### config.mk
export PLATFORM = sky130hd
export DESIGN_NAME = twm_top
export DESIGN_NICKNAME = d
export VERILOG_FILES = /design/src/verilog/twm_chan.v /design/src/verilog/twm_top.v
export VERILOG_INCLUDE_DIRS = /design/src /design/src/verilog
export SDC_FILE = /design/constraint.sdc
export NUM_CORES = 1
export LEC_CHECK = 0
export ABC_AREA = 1
export BUFFER_PORTS_ARGS = -buffer_cell sky130_fd_sc_hd__buf_2
export CAP_MARGIN = 10
export CORE_MARGIN = 2
export CORE_UTILIZATION = 45
export CTS_BUF_LIST = sky130_fd_sc_hd__clkbuf_8
export CTS_CLUSTER_DIAMETER = 120
export DETAILED_ROUTE_END_ITERATION = 10
export PLACE_DENSITY_LB_ADDON = 0.08
export SYNTH_ARGS = -nofsm -noshare
export SYNTH_HDL_FRONTEND = slang
export SYNTH_SLANG_ARGS = --single-unit
### constraint.sdc
create_clock -name ref_clk -period 2.8 [get_ports ref_clk]
set_input_delay 0.14 -clock ref_clk [delete_from_list [all_inputs] [get_ports ref_clk]]
set_output_delay 0.14 -clock ref_clk [all_outputs]
set_load 0.01 [all_outputs]
### src/verilog/twm_map.vh
/*
  Constants for the 16-bit timer waveform mode control slice: register
  offsets, field positions, reset values, mode codes and fixed tops.
  Assumes it is included by bare name from the design files.
*/
`ifndef TWM_MAP_VH
`define TWM_MAP_VH

// Register offsets on the 4-bit register port
`define TWM_OFS_CTRL_A      4'h0
`define TWM_OFS_CTRL_B      4'h1
`define TWM_OFS_MATCH_A_LO  4'h2
`define TWM_OFS_MATCH_A_HI  4'h3
`define TWM_OFS_MATCH_B_LO  4'h4
`define TWM_OFS_MATCH_B_HI  4'h5
`define TWM_OFS_MATCH_C_LO  4'h6
`define TWM_OFS_MATCH_C_HI  4'h7
`define TWM_OFS_CAPT_LO     4'h8
`define TWM_OFS_CAPT_HI     4'h9
`define TWM_OFS_STATUS      4'hA

// Reset values
`define TWM_RST_CTRL_A      8'h00
`define TWM_RST_CTRL_B      8'h00
`define TWM_RST_WORD        16'h0000

// Control A fields
`define TWM_CA_MODE_A_HI    7
`define TWM_CA_MODE_A_LO    6
`define TWM_CA_MODE_B_HI    5
`define TWM_CA_MODE_B_LO    4
`define TWM_CA_MODE_C_HI    3
`define TWM_CA_MODE_C_LO    2
`define TWM_CA_WSEL_HI      1
`define TWM_CA_WSEL_LO      0

// Control B fields
`define TWM_CB_RSVD         5
`define TWM_CB_WSEL_HI      4
`define TWM_CB_WSEL_LO      3
`define TWM_CB_CSEL_HI      2
`define TWM_CB_CSEL_LO      0
`define TWM_CB_READ_MASK    8'hDF

// Status fields
`define TWM_ST_OVF          0
`define TWM_ST_DUAL         1
`define TWM_ST_FAST         2
`define TWM_ST_CAPT_OFF     3
`define TWM_ST_LEVEL_LO     4
`define TWM_ST_LEVEL_HI     6

// Compare output mode codes
`define TWM_OM_OFF          2'h0
`define TWM_OM_TOGGLE       2'h1
`define TWM_OM_CLEAR        2'h2
`define TWM_OM_SET          2'h3

// Waveform select codes
`define TWM_WM_NORMAL       4'h0
`define TWM_WM_PC8          4'h1
`define TWM_WM_PC9          4'h2
`define TWM_WM_PC10         4'h3
`define TWM_WM_CTC_MATCH    4'h4
`define TWM_WM_FAST8        4'h5
`define TWM_WM_FAST9        4'h6
`define TWM_WM_FAST10       4'h7
`define TWM_WM_PFC_CAPT     4'h8
`define TWM_WM_PFC_MATCH    4'h9
`define TWM_WM_PC_CAPT      4'hA
`define TWM_WM_PC_MATCH     4'hB
`define TWM_WM_CTC_CAPT     4'hC
`define TWM_WM_RSVD         4'hD
`define TWM_WM_FAST_CAPT    4'hE
`define TWM_WM_FAST_MATCH   4'hF

// Fixed top values
`define TWM_TOP_MAX         16'hFFFF
`define TWM_TOP_8BIT        16'h00FF
`define TWM_TOP_9BIT        16'h01FF
`define TWM_TOP_10BIT       16'h03FF
`define TWM_BOTTOM          16'h0000

`endif

### src/verilog/twm_chan.v
/*
  One compare output channel: turns the two-bit output mode and the
  waveform class into set, clear and toggle actions on the output level.
  Assumes match, at_top and count_down come from the counter core on
  the same clock and are only acted on while tick is high.
*/
`timescale 1ns/1ps
`default_nettype none
`include "twm_map.vh"

module twm_chan
#(
  parameter CHAN_IS_A = 0
)
(
  input  wire       ref_clk,
  input  wire       resetn,
  input  wire       tick,
  input  wire       mode_fast,
  input  wire       mode_dual,
  input  wire       wsel_top_bit,
  input  wire [1:0] out_mode,
  input  wire       match,
  input  wire       at_top,
  input  wire       match_is_top,
  input  wire       count_down,
  output reg        connected,
  output reg        level
);

  reg next_level;

  // Pin ownership; reserved PWM toggle codes stay off the pin
  always @*
  begin
    if (out_mode == `TWM_OM_OFF)
      connected = 1'b0;
    else if ((mode_fast || mode_dual) && out_mode == `TWM_OM_TOGGLE)
      connected = wsel_top_bit && (CHAN_IS_A != 0);
    else
      connected = 1'b1;
  end

  // Next output level per waveform class
  always @*
  begin
    next_level = level;
    if (tick && connected)
    begin
      if (out_mode == `TWM_OM_TOGGLE)
      begin
        if (match)
          next_level = ~level;
      end
      else if (mode_fast)
      begin
        // Top wins; a match at top would glitch the pulse edge
        if (at_top)
          next_level = (out_mode == `TWM_OM_CLEAR);
        else if (match && !match_is_top)
          next_level = (out_mode == `TWM_OM_SET);
      end
      else if (mode_dual)
      begin
        if (match)
          next_level = (out_mode == `TWM_OM_CLEAR) ? count_down
                                                   : ~count_down;
      end
      else if (match)
        next_level = (out_mode == `TWM_OM_SET);
    end
  end

  // Output level register
  always @(posedge ref_clk or negedge resetn)
  begin
    if (!resetn)
      level <= 1'b0;
    else
      level <= next_level;
  end

endmodule
`default_nettype wire

### src/verilog/twm_top.v
/*
  Waveform mode control slice of a 16-bit timer: control and compare
  registers on a plain register port, waveform mode decode, compare
  double buffering, overflow flag, and three compare output channels.
  Assumes the counter core runs on ref_clk and gives its value, its
  direction and a one-cycle tick per timer step; port data and pin
  direction bits come from port logic on the same clock.
*/
// Added by the designer: the address-and-strobe port and the placing of the registers.
// Contract
// - A nonzero channel output mode hands that channel's pin to the compare output.
// - Pin driver is enabled only when the pin direction bit says output.
// - Non-PWM: 00 off, 01 toggle, 10 low, 11 high on match.
// - Fast PWM: 10 clears on match, sets at top; 11 the inverse.
// - PWM mode 01: off unless mode top bit set; then toggles A only.
// - Fast PWM with compare equal top: ignore match, act only at top.
// - Dual-slope: 10 clears on up match, sets on down match; 11 inverse.
// - Mode is control A bits 1:0 with two high bits from control B.
// - Mode 0: top 0xFFFF, immediate compare update, overflow at MAX.
// - Modes 1-3: phase correct, tops 0x00FF/0x01FF/0x03FF, update top, flag bottom.
// - Modes 5-7,14,15: fast PWM, update and overflow flag at top.
// - Modes 4,12: clear on match, top from A or capture, immediate, MAX.
// - Modes 8,9 update at bottom; 10,11 at top; all flag at bottom.
// - Capture as top disconnects the capture input pin.
`timescale 1ns/1ps
`default_nettype none
`include "twm_map.vh"

module twm_top
#(
  parameter NCHAN = 3
)
(
  input  wire         ref_clk,
  input  wire         resetn,
  input  wire [3:0]   reg_addr,
  input  wire [7:0]   reg_wdata,
  input  wire         reg_wr,
  input  wire         reg_rd,
  output reg  [7:0]   reg_rdata,
  input  wire [15:0]  cnt_value,
  input  wire         cnt_down,
  input  wire         cnt_tick,
  input  wire [2:0]   port_data,
  input  wire [2:0]   pin_dir,
  output wire [2:0]   pin_out,
  output wire [2:0]   pin_oe_n,
  output reg  [15:0]  top_value,
  output reg          dual_slope,
  output reg          clear_on_match_mode,
  output wire [2:0]   clock_select,
  output wire         overflow_set,
  output reg          overflow_flag,
  output wire         capture_pin_disconnect,
  output wire [15:0]  match_value_a,
  output wire [15:0]  match_value_b,
  output wire [15:0]  match_value_c
);

  // Stored registers
  reg  [7:0]          control_a;
  reg  [7:0]          control_b;
  reg  [15:0]         capture_value;
  reg  [16*NCHAN-1:0] match_buf;
  reg  [16*NCHAN-1:0] match_act;

  // Decoded mode
  wire [3:0]          waveform_select;
  wire [1:0]          waveform_select_low;
  wire [1:0]          waveform_select_high;
  reg                 mode_fast;
  reg                 top_from_capt;
  reg                 top_from_match;
  reg                 upd_immediate;
  reg                 upd_at_top;
  reg                 upd_at_bottom;
  reg                 ovf_at_max;
  reg                 ovf_at_top;
  reg                 ovf_at_bottom;

  // Counter events
  wire                at_top;
  wire                at_bottom;
  wire                at_max;
  wire                load_act;
  wire                ovf_clear;

  // Per channel
  wire [NCHAN-1:0]    chan_conn;
  wire [NCHAN-1:0]    chan_level;
  wire [2*NCHAN-1:0]  chan_mode;

  reg  [7:0]          next_rdata;

  assign waveform_select_low  = control_a[`TWM_CA_WSEL_HI:`TWM_CA_WSEL_LO];
  assign waveform_select_high = control_b[`TWM_CB_WSEL_HI:`TWM_CB_WSEL_LO];
  // Four-bit mode spans both control registers
  assign waveform_select = {waveform_select_high,
                            waveform_select_low};
  assign clock_select    = control_b[`TWM_CB_CSEL_HI:`TWM_CB_CSEL_LO];

  assign chan_mode = {control_a[`TWM_CA_MODE_C_HI:`TWM_CA_MODE_C_LO],
                      control_a[`TWM_CA_MODE_B_HI:`TWM_CA_MODE_B_LO],
                      control_a[`TWM_CA_MODE_A_HI:`TWM_CA_MODE_A_LO]};

  assign match_value_a = match_act[15:0];
  assign match_value_b = match_act[31:16];
  assign match_value_c = match_act[47:32];

  // Mode decode: counting sequence, top source, update and flag points
  always @*
  begin
    mode_fast           = 1'b0;
    dual_slope          = 1'b0;
    clear_on_match_mode = 1'b0;
    top_from_capt       = 1'b0;
    top_from_match      = 1'b0;
    upd_immediate       = 1'b0;
    upd_at_top          = 1'b0;
    upd_at_bottom       = 1'b0;
    ovf_at_max          = 1'b0;
    ovf_at_top          = 1'b0;
    ovf_at_bottom       = 1'b0;
    top_value           = `TWM_TOP_MAX;
    case (waveform_select)
      `TWM_WM_NORMAL:
      begin
        upd_immediate = 1'b1;
        ovf_at_max    = 1'b1;
      end
      `TWM_WM_PC8, `TWM_WM_PC9, `TWM_WM_PC10:
      begin
        dual_slope    = 1'b1;
        upd_at_top    = 1'b1;
        ovf_at_bottom = 1'b1;
        top_value     = (waveform_select == `TWM_WM_PC8) ? `TWM_TOP_8BIT :
                        (waveform_select == `TWM_WM_PC9) ? `TWM_TOP_9BIT :
                        `TWM_TOP_10BIT;
      end
      `TWM_WM_CTC_MATCH, `TWM_WM_CTC_CAPT:
      begin
        clear_on_match_mode = 1'b1;
        upd_immediate       = 1'b1;
        ovf_at_max          = 1'b1;
        top_from_capt       = (waveform_select == `TWM_WM_CTC_CAPT);
        top_from_match      = (waveform_select == `TWM_WM_CTC_MATCH);
      end
      `TWM_WM_FAST8, `TWM_WM_FAST9, `TWM_WM_FAST10:
      begin
        mode_fast  = 1'b1;
        upd_at_top = 1'b1;
        ovf_at_top = 1'b1;
        top_value  = (waveform_select == `TWM_WM_FAST8) ? `TWM_TOP_8BIT :
                     (waveform_select == `TWM_WM_FAST9) ? `TWM_TOP_9BIT :
                     `TWM_TOP_10BIT;
      end
      `TWM_WM_PFC_CAPT, `TWM_WM_PFC_MATCH:
      begin
        dual_slope     = 1'b1;
        upd_at_bottom  = 1'b1;
        ovf_at_bottom  = 1'b1;
        top_from_capt  = (waveform_select == `TWM_WM_PFC_CAPT);
        top_from_match = (waveform_select == `TWM_WM_PFC_MATCH);
      end
      `TWM_WM_PC_CAPT, `TWM_WM_PC_MATCH:
      begin
        dual_slope     = 1'b1;
        upd_at_top     = 1'b1;
        ovf_at_bottom  = 1'b1;
        top_from_capt  = (waveform_select == `TWM_WM_PC_CAPT);
        top_from_match = (waveform_select == `TWM_WM_PC_MATCH);
      end
      `TWM_WM_FAST_CAPT, `TWM_WM_FAST_MATCH:
      begin
        mode_fast      = 1'b1;
        upd_at_top     = 1'b1;
        ovf_at_top     = 1'b1;
        top_from_capt  = (waveform_select == `TWM_WM_FAST_CAPT);
        top_from_match = (waveform_select == `TWM_WM_FAST_MATCH);
      end
      default:
      begin
        // Reserved code: plain counting, no waveform class
        upd_immediate = 1'b1;
        ovf_at_max    = 1'b1;
      end
    endcase
    if (top_from_capt)
      top_value = capture_value;
    else if (top_from_match)
      top_value = match_act[15:0];
  end

  // Capture pin is dropped whenever it holds the top
  assign capture_pin_disconnect = top_from_capt;

  assign at_top    = (cnt_value == top_value);
  assign at_bottom = (cnt_value == `TWM_BOTTOM);
  assign at_max    = (cnt_value == `TWM_TOP_MAX);

  // Buffered compare values move to the active copy at the mode's point
  assign load_act = upd_immediate ||
                    (cnt_tick && ((upd_at_top && at_top) ||
                                  (upd_at_bottom && at_bottom)));

  assign overflow_set = cnt_tick &&
                        ((ovf_at_max && at_max) ||
                         (ovf_at_top && at_top) ||
                         (ovf_at_bottom && at_bottom));

  assign ovf_clear = reg_wr && (reg_addr == `TWM_OFS_STATUS) &&
                     reg_wdata[`TWM_ST_OVF];

  // Control, capture and overflow registers
  always @(posedge ref_clk or negedge resetn)
  begin
    if (!resetn)
    begin
      control_a     <= `TWM_RST_CTRL_A;
      control_b     <= `TWM_RST_CTRL_B;
      capture_value <= `TWM_RST_WORD;
      overflow_flag <= 1'b0;
    end
    else
    begin
      if (reg_wr && reg_addr == `TWM_OFS_CTRL_A)
        control_a <= reg_wdata;
      if (reg_wr && reg_addr == `TWM_OFS_CTRL_B)
        control_b <= reg_wdata & `TWM_CB_READ_MASK;
      if (reg_wr && reg_addr == `TWM_OFS_CAPT_LO)
        capture_value[7:0] <= reg_wdata;
      if (reg_wr && reg_addr == `TWM_OFS_CAPT_HI)
        capture_value[15:8] <= reg_wdata;
      // Set beats a clear in the same cycle so no overflow is lost
      if (overflow_set)
        overflow_flag <= 1'b1;
      else if (ovf_clear)
        overflow_flag <= 1'b0;
    end
  end

  // Per-channel compare registers and waveform units
  genvar gi;
  generate
    for (gi = 0; gi < NCHAN; gi = gi + 1)
    begin : g_chan
      localparam integer OFS_LO = `TWM_OFS_MATCH_A_LO + gi * 2;
      localparam integer OFS_HI = `TWM_OFS_MATCH_A_HI + gi * 2;
      wire       match;
      wire       match_is_top;

      // Byte writes land in the buffer, never straight in the active copy
      always @(posedge ref_clk or negedge resetn)
      begin
        if (!resetn)
        begin
          match_buf[gi*16 +: 16] <= `TWM_RST_WORD;
          match_act[gi*16 +: 16] <= `TWM_RST_WORD;
        end
        else
        begin
          if (reg_wr && reg_addr == OFS_LO[3:0])
            match_buf[gi*16 +: 8] <= reg_wdata;
          if (reg_wr && reg_addr == OFS_HI[3:0])
            match_buf[gi*16+8 +: 8] <= reg_wdata;
          if (load_act)
            match_act[gi*16 +: 16] <= match_buf[gi*16 +: 16];
        end
      end

      assign match        = (cnt_value == match_act[gi*16 +: 16]);
      assign match_is_top = (match_act[gi*16 +: 16] == top_value);

      twm_chan
      #(
        .CHAN_IS_A (gi == 0)
      )
      u_chan
      (
        .ref_clk      (ref_clk),
        .resetn       (resetn),
        .tick         (cnt_tick),
        .mode_fast    (mode_fast),
        .mode_dual    (dual_slope),
        .wsel_top_bit (waveform_select[3]),
        .out_mode     (chan_mode[gi*2 +: 2]),
        .match        (match),
        .at_top       (at_top),
        .match_is_top (match_is_top),
        .count_down   (cnt_down),
        .connected    (chan_conn[gi]),
        .level        (chan_level[gi])
      );

      // Override the port only while connected; driver needs output dir
      assign pin_out[gi]  = chan_conn[gi] ? chan_level[gi]
                                          : port_data[gi];
      assign pin_oe_n[gi] = ~pin_dir[gi];
    end
  endgenerate

  // Read mux; unmapped offsets read as zero
  always @*
  begin
    next_rdata = 8'h00;
    case (reg_addr)
      `TWM_OFS_CTRL_A:     next_rdata = control_a;
      `TWM_OFS_CTRL_B:     next_rdata = control_b & `TWM_CB_READ_MASK;
      `TWM_OFS_MATCH_A_LO: next_rdata = match_buf[7:0];
      `TWM_OFS_MATCH_A_HI: next_rdata = match_buf[15:8];
      `TWM_OFS_MATCH_B_LO: next_rdata = match_buf[23:16];
      `TWM_OFS_MATCH_B_HI: next_rdata = match_buf[31:24];
      `TWM_OFS_MATCH_C_LO: next_rdata = match_buf[39:32];
      `TWM_OFS_MATCH_C_HI: next_rdata = match_buf[47:40];
      `TWM_OFS_CAPT_LO:    next_rdata = capture_value[7:0];
      `TWM_OFS_CAPT_HI:    next_rdata = capture_value[15:8];
      `TWM_OFS_STATUS:
      begin
        next_rdata[`TWM_ST_OVF]      = overflow_flag;
        next_rdata[`TWM_ST_DUAL]     = dual_slope;
        next_rdata[`TWM_ST_FAST]     = mode_fast;
        next_rdata[`TWM_ST_CAPT_OFF] = top_from_capt;
        next_rdata[`TWM_ST_LEVEL_HI:`TWM_ST_LEVEL_LO] = chan_level;
      end
      default:             next_rdata = 8'h00;
    endcase
  end

  // Read data stands only in the cycle after the strobe
  always @(posedge ref_clk or negedge resetn)
  begin
    if (!resetn)
      reg_rdata <= 8'h00;
    else if (reg_rd)
      reg_rdata <= next_rdata;
    else
      reg_rdata <= 8'h00;
  end

endmodule
`default_nettype wire

# After elaboration in Yosys (flattened, before gate mapping)
# Index checks and enable logic that the tools add are counted.
# W data, S select, Z words.
word_totals:
  regBits: 139
  latchBits: 0
  ram_bits: 0
  romBits: 0
  input_bits: 40
  out_inout_bits: 86
  wordCells: 186
  memories: 0
op_classes:
  add_sub_neg: 0
  multipliers: 0
  n_div: 0
  magnitude_cmp: 0
  n_eq_ne: 47
  shift: 0
  muxes: 56
  n_bitwise: 7
  reduce_logical: 58
op_table:
  columns: ["cell", "n"]
  rows:
  - ["$eq A16 B16 Y1", 7]
  - ["$pmux W7 S11", 1]
  - ["$mux W1", 44]
  - ["$eq A4 B4 Y1 const B", 10]
  - ["$mux W10", 4]
  - ["$eq A4 B3 Y1 const B", 8]
  - ["$mux W16", 2]
  - ["$pmux W16 S2", 1]
  - ["$logic_and A1 B1 Y1", 28]
  - ["$eq A16 B16 Y1 const B", 1]
  - ["$eq A4 B2 Y1 const B", 4]
  - ["$logic_not A16 Y1", 1]
  - ["$eq A2 B2 Y1 const B", 6]
  - ["$ne A4 B4 Y1 const B", 3]
  - ["$reduce_and A4 Y1", 3]
  - ["$reduce_or A12 Y1", 1]
  - ["$pmux W1 S10", 1]
  - ["$reduce_or A10 Y1", 1]
  - ["$eq A4 B1 Y1 const B", 2]
  - ["$mux W8", 1]
  - ["$pmux W1 S4", 2]
  - ["$reduce_bool A2 Y1", 4]
  - ["$reduce_or A2 Y1", 4]
  - ["$not A1 Y1", 7]
  - ["other kinds (9)", 22]

# Depth between registers and ports, before layout
# Gate-level depths: netlist (run 1).
depth:
  ltp_word: 13
  depth_mapped: 21
  mapped_depth_nobuf: 19

# Hierarchy
# A second synthesis (run 1) with hierarchy kept.
unflattened:
  cells_unflattened: 1130
  hier_area_um2: 8209.1
by_module_without_submodules:
  columns: ["mod", "n_inst", "cells_per_inst", "area_each_um2", "seq_area_each_um2"]
  rows:
  - ["twm_top", 1, 1028, 7713.6, 3403.3]
  - ["twm_chan at g_chan[1].u_chan ...", 2, 32, 156.4, 25.0]
  - ["twm_chan at g_chan[0].u_chan", 1, 38, 182.7, 25.0]

# Worst setup path before layout (run 1)
# OpenSTA, ideal clock, no wires.
synth_path:
  kind: "reg2reg"
  from: "reg control_a[1]"
  to: "reg match_act[0], in the netlist match_value_a[0]"
  setup_ns: 0.117
  t_arrival_ns: 2.177
  t_required_ns: 2.683
  path_slack_ns: 0.507
  stages_incl_launch_ff: 20
  path_buffers: 3
  period_less_slack_ns: 2.293
  cell_sequence: "dfrtp_1 > inv_1 > nand3_2 > nand2_2 > buf_6 > nand2_1 > nand2_2 > nand2_2 > nand2_1 > nand2_1 > nor2_1 > nand2_1 > nor2_2 > nand2_2 > o21ai_2 > nand2_2 > buf_2 > buf_6 > nand3_1 > nand2_1"
synth_via:
  elab_cells_between_ends: 40
  classes_between: "eq/ne (15); mux (12); reduce/logical (13)"
synth_rtl:
  columns: ["element", "line_no", "text"]
  rows:
  - ["from (decl)", "twm_top.v:61", "reg [7:0] control_a;"]
  - ["from (signal assigned)", "twm_top.v:219", "control_a <= `TWM_RST_CTRL_A;"]
  - ["from (signal assigned)", "twm_top.v:227", "control_a <= reg_wdata;"]
  - ["$eq A4 B4 Y1 (tied with other cells)", "twm_top.v:125", "case (waveform_select)"]
  - ["$reduce_or A2 Y1 (tied with other cells)", null, null]
  - ["$pmux W1 S4 / $pmux W16 S2 (equally long branches)", "twm_top.v:125", null]
  - ["$mux W16", "twm_top.v:190", "else if (top_from_match)"]
  - ["$mux W16 *", "twm_top.v:188", "if (top_from_capt)"]
  - ["net top_value[11]", "twm_top.v:48", "output reg [15:0] top_value,"]
  - ["$eq A16 B16 Y1 *", "twm_top.v:197", "assign at_top = (cnt_value == top_value);"]
  - ["$logic_and A1 B1 Y1 *", "twm_top.v:203", "(cnt_tick && ((upd_at_top && at_top) ||"]
  - ["$logic_or A1 B1 Y1 *", "twm_top.v:203", null]
  - ["$logic_and A1 B1 Y1 *", "twm_top.v:203", null]
  - ["$logic_or A1 B1 Y1 *", "twm_top.v:202", "assign load_act = upd_immediate ||"]
  - ["to (signal, indexed assignment)", "twm_top.v:258", "match_act[gi*16 +: 16] <= `TWM_RST_WORD;"]
  - ["to (signal, indexed assignment)", "twm_top.v:267", "match_act[gi*16 +: 16] <= match_buf[gi*16 +: 16];"]
  - ["to (decl)", "twm_top.v:65", "reg [16*NCHAN-1:0] match_act;"]
# The timed path passes the listed nets; every way through them passes the cells marked *.
# A chain may end at the register's enable or synchronous reset.

# Worst setup path after layout (run 1)
layout_path:
  from: "reg control_a[0]"
  to: "out overflow_set"
layout_via:
  elab_chain_len: 11
  elab_cells_between_ends: 42
  classes_between: "eq/ne (15); mux (12); reduce/logical (15)"
layout_lines:
  columns: ["element", "line_no", "text"]
  rows:
  - ["$eq A4 B3 Y1 / $eq A4 B2 Y1 (equally long branches)", "twm_top.v:125", null]
  - ["$mux W10 (no source line) (2 in a row)", null, null]
  - ["$pmux W16 S2", "twm_top.v:125", null]
  - ["$mux W16", "twm_top.v:190", null]
  - ["$mux W16", "twm_top.v:188", null]
  - ["$eq A16 B16 Y1", "twm_top.v:197", null]
  - ["$logic_and A1 B1 Y1", "twm_top.v:208", "(ovf_at_top && at_top) ||"]
  - ["$logic_or A1 B1 Y1", "twm_top.v:207", "((ovf_at_max && at_max) ||"]
  - ["$logic_or A1 B1 Y1 *", "twm_top.v:208", null]
  - ["$logic_and A1 B1 Y1 *", "twm_top.v:206", "assign overflow_set = cnt_tick &&"]
  - ["to (decl)", "twm_top.v:52", "output wire overflow_set,"]
# Mark *: on every way between the ends. The rest lies on a longest branch, timed or not.

==> results.tsv, run 1 <==
metric	value	unit
clock_path_buffers	2	
crit_path_top_delay_cell	dfrtp_2	
slowest_delay	0.46	ns
cts.clk_slew.worst_paths	0.08	ns
finalSetupTns	0	ns
boundaryPins	126	
yosysTopAreaCellShare	41.0	%
placementRows	50	
cap_violations	0	
final_cells	1653	
place_hpwl	25.4	mm
slew_violations	0	
grt_pass1_vias	8380	
power.leakage	5.56	nW
yosysWarnings	0	
drtIter0Drc	822	
clockRootBuffer	clkbuf_8	
cp_data_required_time	2.66	ns
ys_types	36	
avgSynthCellArea	6.88	um2
coreArea	0.0186	mm2
dieWidth	141	um
firstDrtPassIters	5	
hold_violations	0	
clk_latency	0.45	ns
dr.max_layer_used	met4	
critPathKind	flip-flop to output pin	
endpoint_kind	output pin	
routabilityCongestion	0.957	
max_freq	0.363	GHz
grt_max_degree	91	
postSynthCellCount	1233	
start_kind	flip-flop	
grt_usage	33.5	%
met1_length	14.5	mm
path_max_fanout	6	
met3_length	2.46	mm
synthTopCellsByArea	dfrtp_1 (41%), nand2_1 (20%), nand3_1 (7.1%)	
antenna_cells	0	
status	finished, final reports clean	
routed_via_density	5.56	
finClkSkew	0.0141	ns
portBuffers	125	
post-place-cells	1581	
critPathArrivalTime	2.62	ns
ys_seq_area_share	41.0	%
routed_wl	33.4	mm
rsz0062_at_grt	true	
grt_overflow	0	
whs	0.110	ns
yosysTopAreaCell	dfrtp_1	
hold_class	input pin to flip-flop	
syn-num-nets	1273	
syn_area	0.00849	mm2
cts.sink_count	139	
die-area	0.0200	mm2
nets	1446	
htree_levels	4	
synth_seq_cells	139	
syn2layout_area_growth	24.6	%
ir_drop	435	uV
wl_per_cell	20.2	um
routed-via-count	9192	
met2_length	14.9	mm
powerDensity	939	mW/mm2
antenna_found_initial	0	
reg2regPathDepth	20	
ant_nets	0	
drive_gt1_share	22.4	%
cts_tree	done	
finalSetupViolCount	0	
drc_errors	0	
slew_headroom	45.7	%
die_height	141	um
path_cells	nor2_4, buf_6, buf_4, nand2_2, nand3_1, nand2_1, nor2_2, nand2_1, nor2_2, nand3_4, nor2_4, o21ai_2, inv_1, buf_2	
cts_inserted_buffers	17	
initial_core_util	45.7	%
worstMarginPinSlew	0.806	ns
grt_pass1_wl	50.1	mm
worstHoldPathCells	4	
period_share	98.4	%
period_needed	2.76	ns
[metrics by stage]
step	total power (W)	setup slack (ns)	area (um2)	utilization [%]
floorplan	0.00578	0.507	8490	-
global placement	0.00755	0.00554	9450	50.8
detailed placement	0.00757	0.0588	9450	50.8
CTS	0.00936	-0.0181	10100	54.2
global route	0.0106	-0.0971	10600	56.9
finish	0.00994	0.0448	10600	56.9
[repair_timing]
action,4_1_cts,5_1_grt
endpoints found under the hold margin,55,0
pin swaps,4,29
buffers inserted,12,25
hold buffers,3,0
resized for setup,34,82
setup endpoints to repair,2,5
[kinds of logic (layout without fill, tap and decap cells)]
| logic type | Yosys count | in the layout | synth area share [%] |
|---|---|---|---|
| buffers and inverters | 170 | 356 | 8.45 |
| flip-flops | 139 | 139 | 41.0 |
| XOR/XNOR | 28 | 28 | 2.89 |
| AND/OR/NAND/NOR | 745 | 745 | 37.1 |
| AO/OA/AOI/OAI | 151 | 151 | 10.6 |
[flip-flops by register name (all words and copies together), names as in the netlist, 3 cells and up]
signal,count
match_buf,48
g_chan.u_chan.level,3
reg_rdata,8
control_b,7
capture_value,16
match_value_b,16
match_value_c,16
match_value_a,16
control_a,8
[metal layers]
metal,vias up,global-route usage (%)
li1,4339,-
met2,449,50.8
met4,0,16.4
met1,4323,47.4
met5,-,0
met3,81,4.72
[synth_stat cells]
master and number:
a21boi_0 1, a221oi_1 23, a22o_1 2, buf_2 3, buf_6 8, nor4_1 7
nor2_4 1, o22ai_1 6, nor2_1 102, nor2_2 3, clkbuf_1 24, nor2b_1 1
nand2_1 454, o211ai_1 1, o21ai_0 98, xnor2_1 5, a22oi_1 1, nand3_2 6
o41ai_1 1, inv_2 4, nand3_1 121, nand2_2 16, o2bb2ai_1 2, inv_1 124
nand3b_1 8, buf_1 3, a21oi_1 9, o21ai_1 1, nor3_1 6, o2111ai_1 4
nand4_1 20, o32ai_1 1, o21ai_2 1, buf_4 4, xor2_1 23, dfrtp_1 139
[final cells by class]
type | instances | area (um2)
sequential | 139 | 3480
tap | 234 | 293
inverter | 128 | 488
fill | 1850 | 8000
clock buffer | 19 | 262
multi-input combinational | 924 | 4650
clock inverter | 13 | 143
timing repair buffer | 196 | 1260
[layout by cell type (no fill, tap or decap), types with 15 or more instances in the layout]
master    netlist  routed
nand2_1       454     409
nand2_2        16      41
nor2_1        102      94
inv_1         124     124
nand2_4         0      15
o21ai_0        98      95
nand3_1       121     119
dfrtp_1       139     137
clkbuf_8        0      19
xor2_1         23      23
a221oi_1       23      23
nand4_1        20      20
buf_4           4      57
buf_2           3     124
[worst paths after layout]
path,startpoint,endpoint,slack [ns]
min in group asynchronous,resetn,capture_value[5],0.20
min reg2reg,g_chan[0].u_chan.level,g_chan[0].u_chan.level,0.48
max reg2reg,control_a[0],g_chan[1].u_chan.level,0.09
min,reg_wr,overflow_flag,0.11
max,control_a[0],overflow_set,0.04
max in group asynchronous,resetn,control_a[0],1.72
[worst max-delay path: cells and delay by family, from the launching register on]
kind | cells | cell delay [ns]
AOI/OAI and AO/OA | 1 | 0.09
DFF | 1 | 0.46
and+or+nand+nor | 9 | 1.11
buffers and inverters | 4 | 0.49
[power breakdown]
part	switching [W]	internal, W
Combinational	0.00290	0.00183
Sequential	0.000959	0.00256
Clock	0.000835	0.000846
Note: power is estimated with default switching activity, not from simulation.
==> inputs of run 2 (changes only) <==
MAX_ROUTING_LAYER = met4   (was not set)
==> run 2 against run 1 <==
Net effect:
- cell count fell by 0.18%
- highest routed layer unchanged
- maximum frequency fell by 0.55%
- sequential share of layout area rose by 0.25 points
- critical endpoint unchanged
- cell area fell by 0.75%
==> results.tsv, run 2 (synthesized netlist as in run 1, its figures left out) <==
metric	value	unit
wl_per_cell	20.2	um
firstDrtPassIters	5	
initial_core_util	45.7	%
status	finished, final reports clean	
critPathTopFamily	simple AND/OR/NAND/NOR gates	
routabilityCongestion	1.01	
r2r_slack	0.16	ns
routed_wl	33.3	mm
grt_pass1_vias	8282	
boundaryPins	126	
rsz0062_at_grt	true	
startpoint	control_a[0]	
largest_reg_flops	48	
path_cells	nor2_4, buf_8, nor2_4, buf_6, nand2_4, nand2_4, nand2_2, nand2_2, nor2_2, nand2_1, nor2_2, nand3_4, nor2_4, o21ai_2, inv_1, buf_2	
cp_common_cell	nor2_4	
clk_latency	0.46	ns
slowest_delay	0.47	ns
drive_gt1_share	21.0	%
met1_length	15.2	mm
powerDensity	949	mW/mm2
dr.max_layer_used	met4	
ir_drop	454	uV
cp_num_buf_inv	4	
die-area	0.0200	mm2
clock_path_buffers	2	
period_share	98.9	%
grt_pass1_wl	49.6	mm
cts_tree	done	
grt_overflow	0	
crit_path_top_delay_cell	dfrtp_2	
largest-register	match_buf	
design_area	0.0105	mm2
path_depth	16	
drc_errors	0	
cts.clk_slew.worst_paths	0.08	ns
dieWidth	141	um
finClkSkew	0.0187	ns
met2_length	14.4	mm
cp_data_required_time	2.66	ns
placementRows	50	
antenna_found_initial	0	
grt_max_degree	82	
routed-via-count	9078	
cts.sink_count	139	
nets	1443	
syn2layout_area_growth	23.7	%
routed_via_density	5.50	
met3_length	2.04	mm
portBuffers	125	
path_max_fanout	5	
hold_class	input pin to flip-flop	
final_core_util	56.5	%
critPathKind	flip-flop to output pin	
nFillCells	1885	
endpoint	overflow_set	
r2r_start	control_a[0]	
slew_headroom	49.8	%
coreArea	0.0186	mm2
period_needed	2.77	ns
ant_nets	0	
placed_area	0.00948	mm2
drtIter0Drc	875	
hold_violations	0	
final_cell_mix	nand2_1 (424), dfrtp_1 (137), inv_1 (124), buf_2 (124), nand3_1 (118)	
cap_violations	0	
place_hpwl	25.9	mm
htree_levels	4	
reg2regPathDepth	18	
antenna_cells	0	
max_freq	0.361	GHz
die_height	141	um
finalSetupViolCount	0	
worstMarginPinSlew	0.750	ns
critPathArrivalTime	2.63	ns
slew_violations	0	
grt_usage	34.3	%
clockRootBuffer	clkbuf_8	
cts_inserted_buffers	17	
start_kind	flip-flop	
r2r-end	match_value_c[13]	
endpoint_kind	output pin	
power.leakage	5.55	nW
layout_commonest_cell	nand2_1	
## run 2: cell types whose count changed in the layout (fill, tap and decap cells not counted), moves of 2 or more
| cell | delta |
|---|---|
| buf_6 | -2 |
| nand2_2 | -9 |
| bufinv_16 | +2 |
| nor2_4 | -2 |
| buf_4 | -3 |
| nor2_1 | +2 |
| nand2_8 | -4 |
| nand2_4 | -2 |
| nand2_1 | +15 |
## run 2: where the power goes
group | leakage [nW] | total, W | internal (W) | switching, W
Combinational | 3.54 | 0.00466 | 0.00180 | 0.00286
Sequential | 1.78 | 0.00350 | 0.00256 | 0.000938
Clock | 0.217 | 0.00181 | 0.000997 | 0.000814
## run 2: metal layers
metal / global-route usage [%] / vias to the layer above
li1: - / 4347
met1: 48.2 / 4226
met2: 49.7 / 417
met3: 4.39 / 88
met4: 15.9 / 0
met5: - / -
## run 2: final cells by class
cell class                      instances  area, um2  area share (%)
Sequential cell                       139       3480            33.2
Timing Repair Buffer                  193       1250            11.9
Tap cell                              234        293            2.79
Clock buffer                           18        248            2.36
Multi-Input combinational cell        924       4550            43.3
Clock inverter                         14        191            1.82
Inverter                              128        488            4.65
## run 2: timing repair
| action | CTS | global route |
|---|---|---|
| endpoints found under the hold margin | 85 | 0 |
| buffers inserted | 4 | 25 |
| cloned | 0 | 1 |
| gates resized for setup | 23 | 60 |
| pin swaps | 4 | 20 |
| endpoints found under the setup margin | 1 | 2 |
| hold buffers | 3 | 0 |
## run 2: worst min path at each step
| stage | start | endpoint | slack [ns] | cells past startpoint |
|---|---|---|---|---|
| 2_1_floorplan | resetn | capture_value[0] | -0.16 | 0 |
| 3_3_place_gp | resetn | match_buf[5] | 0.24 | 1 |
| 3_5_place_dp | resetn | match_buf[5] | 0.23 | 1 |
| 4_1_cts | reg_wr | overflow_flag | 0.09 | 4 |
| 5_1_grt | reg_wr | overflow_flag | 0.11 | 4 |
| 6_report | reg_wr | overflow_flag | 0.10 | 4 |
## run 2: through the flow
stage | total power [W] | setup TNS (ns) | hold WS [ns] | instances | setup slack, ns
detailed placement | 0.00761 | 0 | 0.232 | 1585 | 0.0702
finish | 0.00996 | 0 | 0.105 | 1650 | 0.0296
global route | 0.0106 | -0.160 | 0.112 | 1650 | -0.131
global placement | 0.00759 | 0 | 0.236 | 1585 | 0.0248
floorplan | 0.00578 | 0 | -0.156 | 1233 | 0.507
CTS | 0.00949 | 0 | 0.0893 | 1624 | 0.00338
## run 2: worst reg2reg max path, stage by stage, from the launching register on
cell      delay, ns
dfrtp_2        0.47
nor2_4         0.22
clkinv_4       0.10
buf_6          0.16
nand3_4        0.10
nand2_4        0.07
inv_2          0.07
nand2_1        0.07
a21oi_2        0.17
buf_4          0.12
nand2_1        0.04
nor2_1         0.17
nand2_2        0.12
o21ai_2        0.13
nand2_2        0.09
nand2_2        0.10
buf_12         0.20
nand2_1        0.12
nand2_1        0.07
==> inputs of run 3 (changes only) <==
CELL_PAD_IN_SITES_DETAIL_PLACEMENT = 0   (was not set)
CELL_PAD_IN_SITES_GLOBAL_PLACEMENT = 1   (was not set)
CORE_UTILIZATION = 42   (was 45)
==> run 3 against run 2 <==
Net effect:
- total power shrank 1.5%
- highest routed layer unchanged
- first-iteration DRC count grew 2.7%
- sequential share of layout area grew 0.15 points
- critical path type unchanged
==> results.tsv, run 3 (synthesized netlist as in run 1, its figures left out) <==
metric	value	unit
worstHoldPathCells	4	
path_max_fanout	9	
firstDrtPassIters	7	
path_cells	buf_4, a21oi_1, nor2_1, nor2_1, inv_1, o41ai_4, o21ai_2, inv_1, buf_2	
min_delay_worst_endpoint	overflow_flag	
critPathKind	flip-flop to output pin	
nets	1444	
grt_usage	33.1	%
cp_num_buf_inv	4	
crit_path_top_delay_cell	dfrtp_1	
boundaryPins	126	
rsz0062_at_grt	true	
routed_via_density	5.43	
period_needed	2.76	ns
dieWidth	146	um
grt_max_degree	73	
largest-register	match_buf	
nFillCells	2073	
ant_nets	0	
r2r_start	control_a[0]	
worstMarginPinSlew	0.751	ns
start_kind	flip-flop	
placementRows	51	
r2r_slack	0.23	ns
layout_commonest_cell	nand2_1	
initial_core_util	43.2	%
cts.clk_slew.worst_paths	0.09	ns
finClkSkew	0.0135	ns
clock_path_buffers	2	
final_cell_mix	nand2_1 (428), dfrtp_1 (138), inv_1 (124), buf_2 (124), nand3_1 (119)	
grt_overflow	0	
finalSetupViolCount	0	
coreArea	0.0197	mm2
r2r-end	match_value_c[10]	
endpoint_kind	output pin	
cap_violations	0	
cts_tree	done	
portBuffers	125	
antenna_cells	0	
power.leakage	5.56	nW
antenna_found_initial	0	
cp_data_required_time	2.66	ns
reg2regPathDepth	16	
hp-start	reg_wr	
grt_pass1_vias	8273	
largest_reg_flops	48	
clockRootBuffer	clkbuf_8	
wl_per_cell	20.6	um
drc_errors	0	
die-area	0.0214	mm2
slew_violations	0	
slowest_delay	0.42	ns
max_freq	0.362	GHz
grt_pass1_wl	51.9	mm
routed_wl	34.6	mm
routabilityCongestion	1.04	
whs	0.130	ns
critPathTopFamily	compound AO/OA/AOI/OAI gates	
status	finished, final reports clean	
cts.sink_count	139	
routed-via-count	9135	
htree_levels	4	
power.total	0.00981	W
hold_class	input pin to flip-flop	
ir_drop	356	uV
slew_headroom	49.7	%
die_height	146	um
period_share	98.7	%
critPathArrivalTime	2.62	ns
powerDensity	939	mW/mm2
syn2layout_area_growth	23.1	%
drtIter0Drc	899	
hold_violations	0	
drive_gt1_share	20.6	%
clk_latency	0.45	ns
placed_area	0.00958	mm2
place_hpwl	27.1	mm
design_area	0.0104	mm2
cts_inserted_buffers	17	
## run 3: how the worst max path moves through the flow
stage | start | end | slack (ns) | cells past startpoint
global route | control_a[0] | overflow_set | -0.07 | 16
global placement | control_a[0] | match_value_c[10] | 0.12 | 15
finish | control_a[1] | overflow_set | 0.04 | 9
floorplan | control_a[1] | match_value_a[0] | 0.51 | 19
detailed placement | control_a[0] | overflow_set | 0.15 | 15
CTS | control_b[4] | overflow_set | 0.02 | 16
## run 3: repair_timing
item	CTS	global route
endpoints found under the hold margin	79	0
hold buffers	3	0
pin swaps	5	15
buffers inserted	5	15
gates resized for setup	27	45
endpoints found under the setup margin	1	38
## run 3: routing by layer
layer | GRT usage, % | wire length, um | vias up | share of wire [%]
li1 | - | - | 4334 | -
met1 | 47.1 | 15400 | 4279 | 44
met3 | 4.16 | 2560 | 71 | 7.4
met5 | - | 0 | - | 0
met4 | 13.1 | 1510 | 0 | 4.4
met2 | 48.1 | 15200 | 451 | 44
## run 3: layout make-up
type / instances / area [um2] / share of cell area (%)
Inverter: 128 / 480 / 4.60
Multi-Input combinational cell: 924 / 4530 / 43.4
Clock inverter: 14 / 159 / 1.52
Tap cell: 265 / 332 / 3.17
Timing Repair Buffer: 194 / 1220 / 11.7
Clock buffer: 18 / 248 / 2.37
Sequential cell: 139 / 3480 / 33.3
## run 3: stage by stage
stage,util [%],setup slack (ns),instances,setup TNS (ns)
after floorplan,-,0.507,1233,0
after global placement,48.8,0.125,1627,0
after detailed placement,48.8,0.146,1627,0
after CTS,51.6,0.0212,1667,0
after global routing,53.2,-0.0700,1682,-0.0861
final,53.2,0.0356,1682,0
## run 3: where the power goes
| part | leakage (nW) | switching, W | internal [W] | total, W |
|---|---|---|---|---|
| clock | 0.200 | 0.000865 | 0.000835 | 0.00170 |
| sequential | 1.79 | 0.000924 | 0.00256 | 0.00348 |
| combinational | 3.57 | 0.00289 | 0.00174 | 0.00463 |
| total | 5.56 | 0.00467 | 0.00514 | 0.00981 |
## run 3: worst min-delay path, delay by kind of cell
kind	cells	cell delay, ns
and+or+nand+nor	3	0.23
buffers and inverters	1	0.17
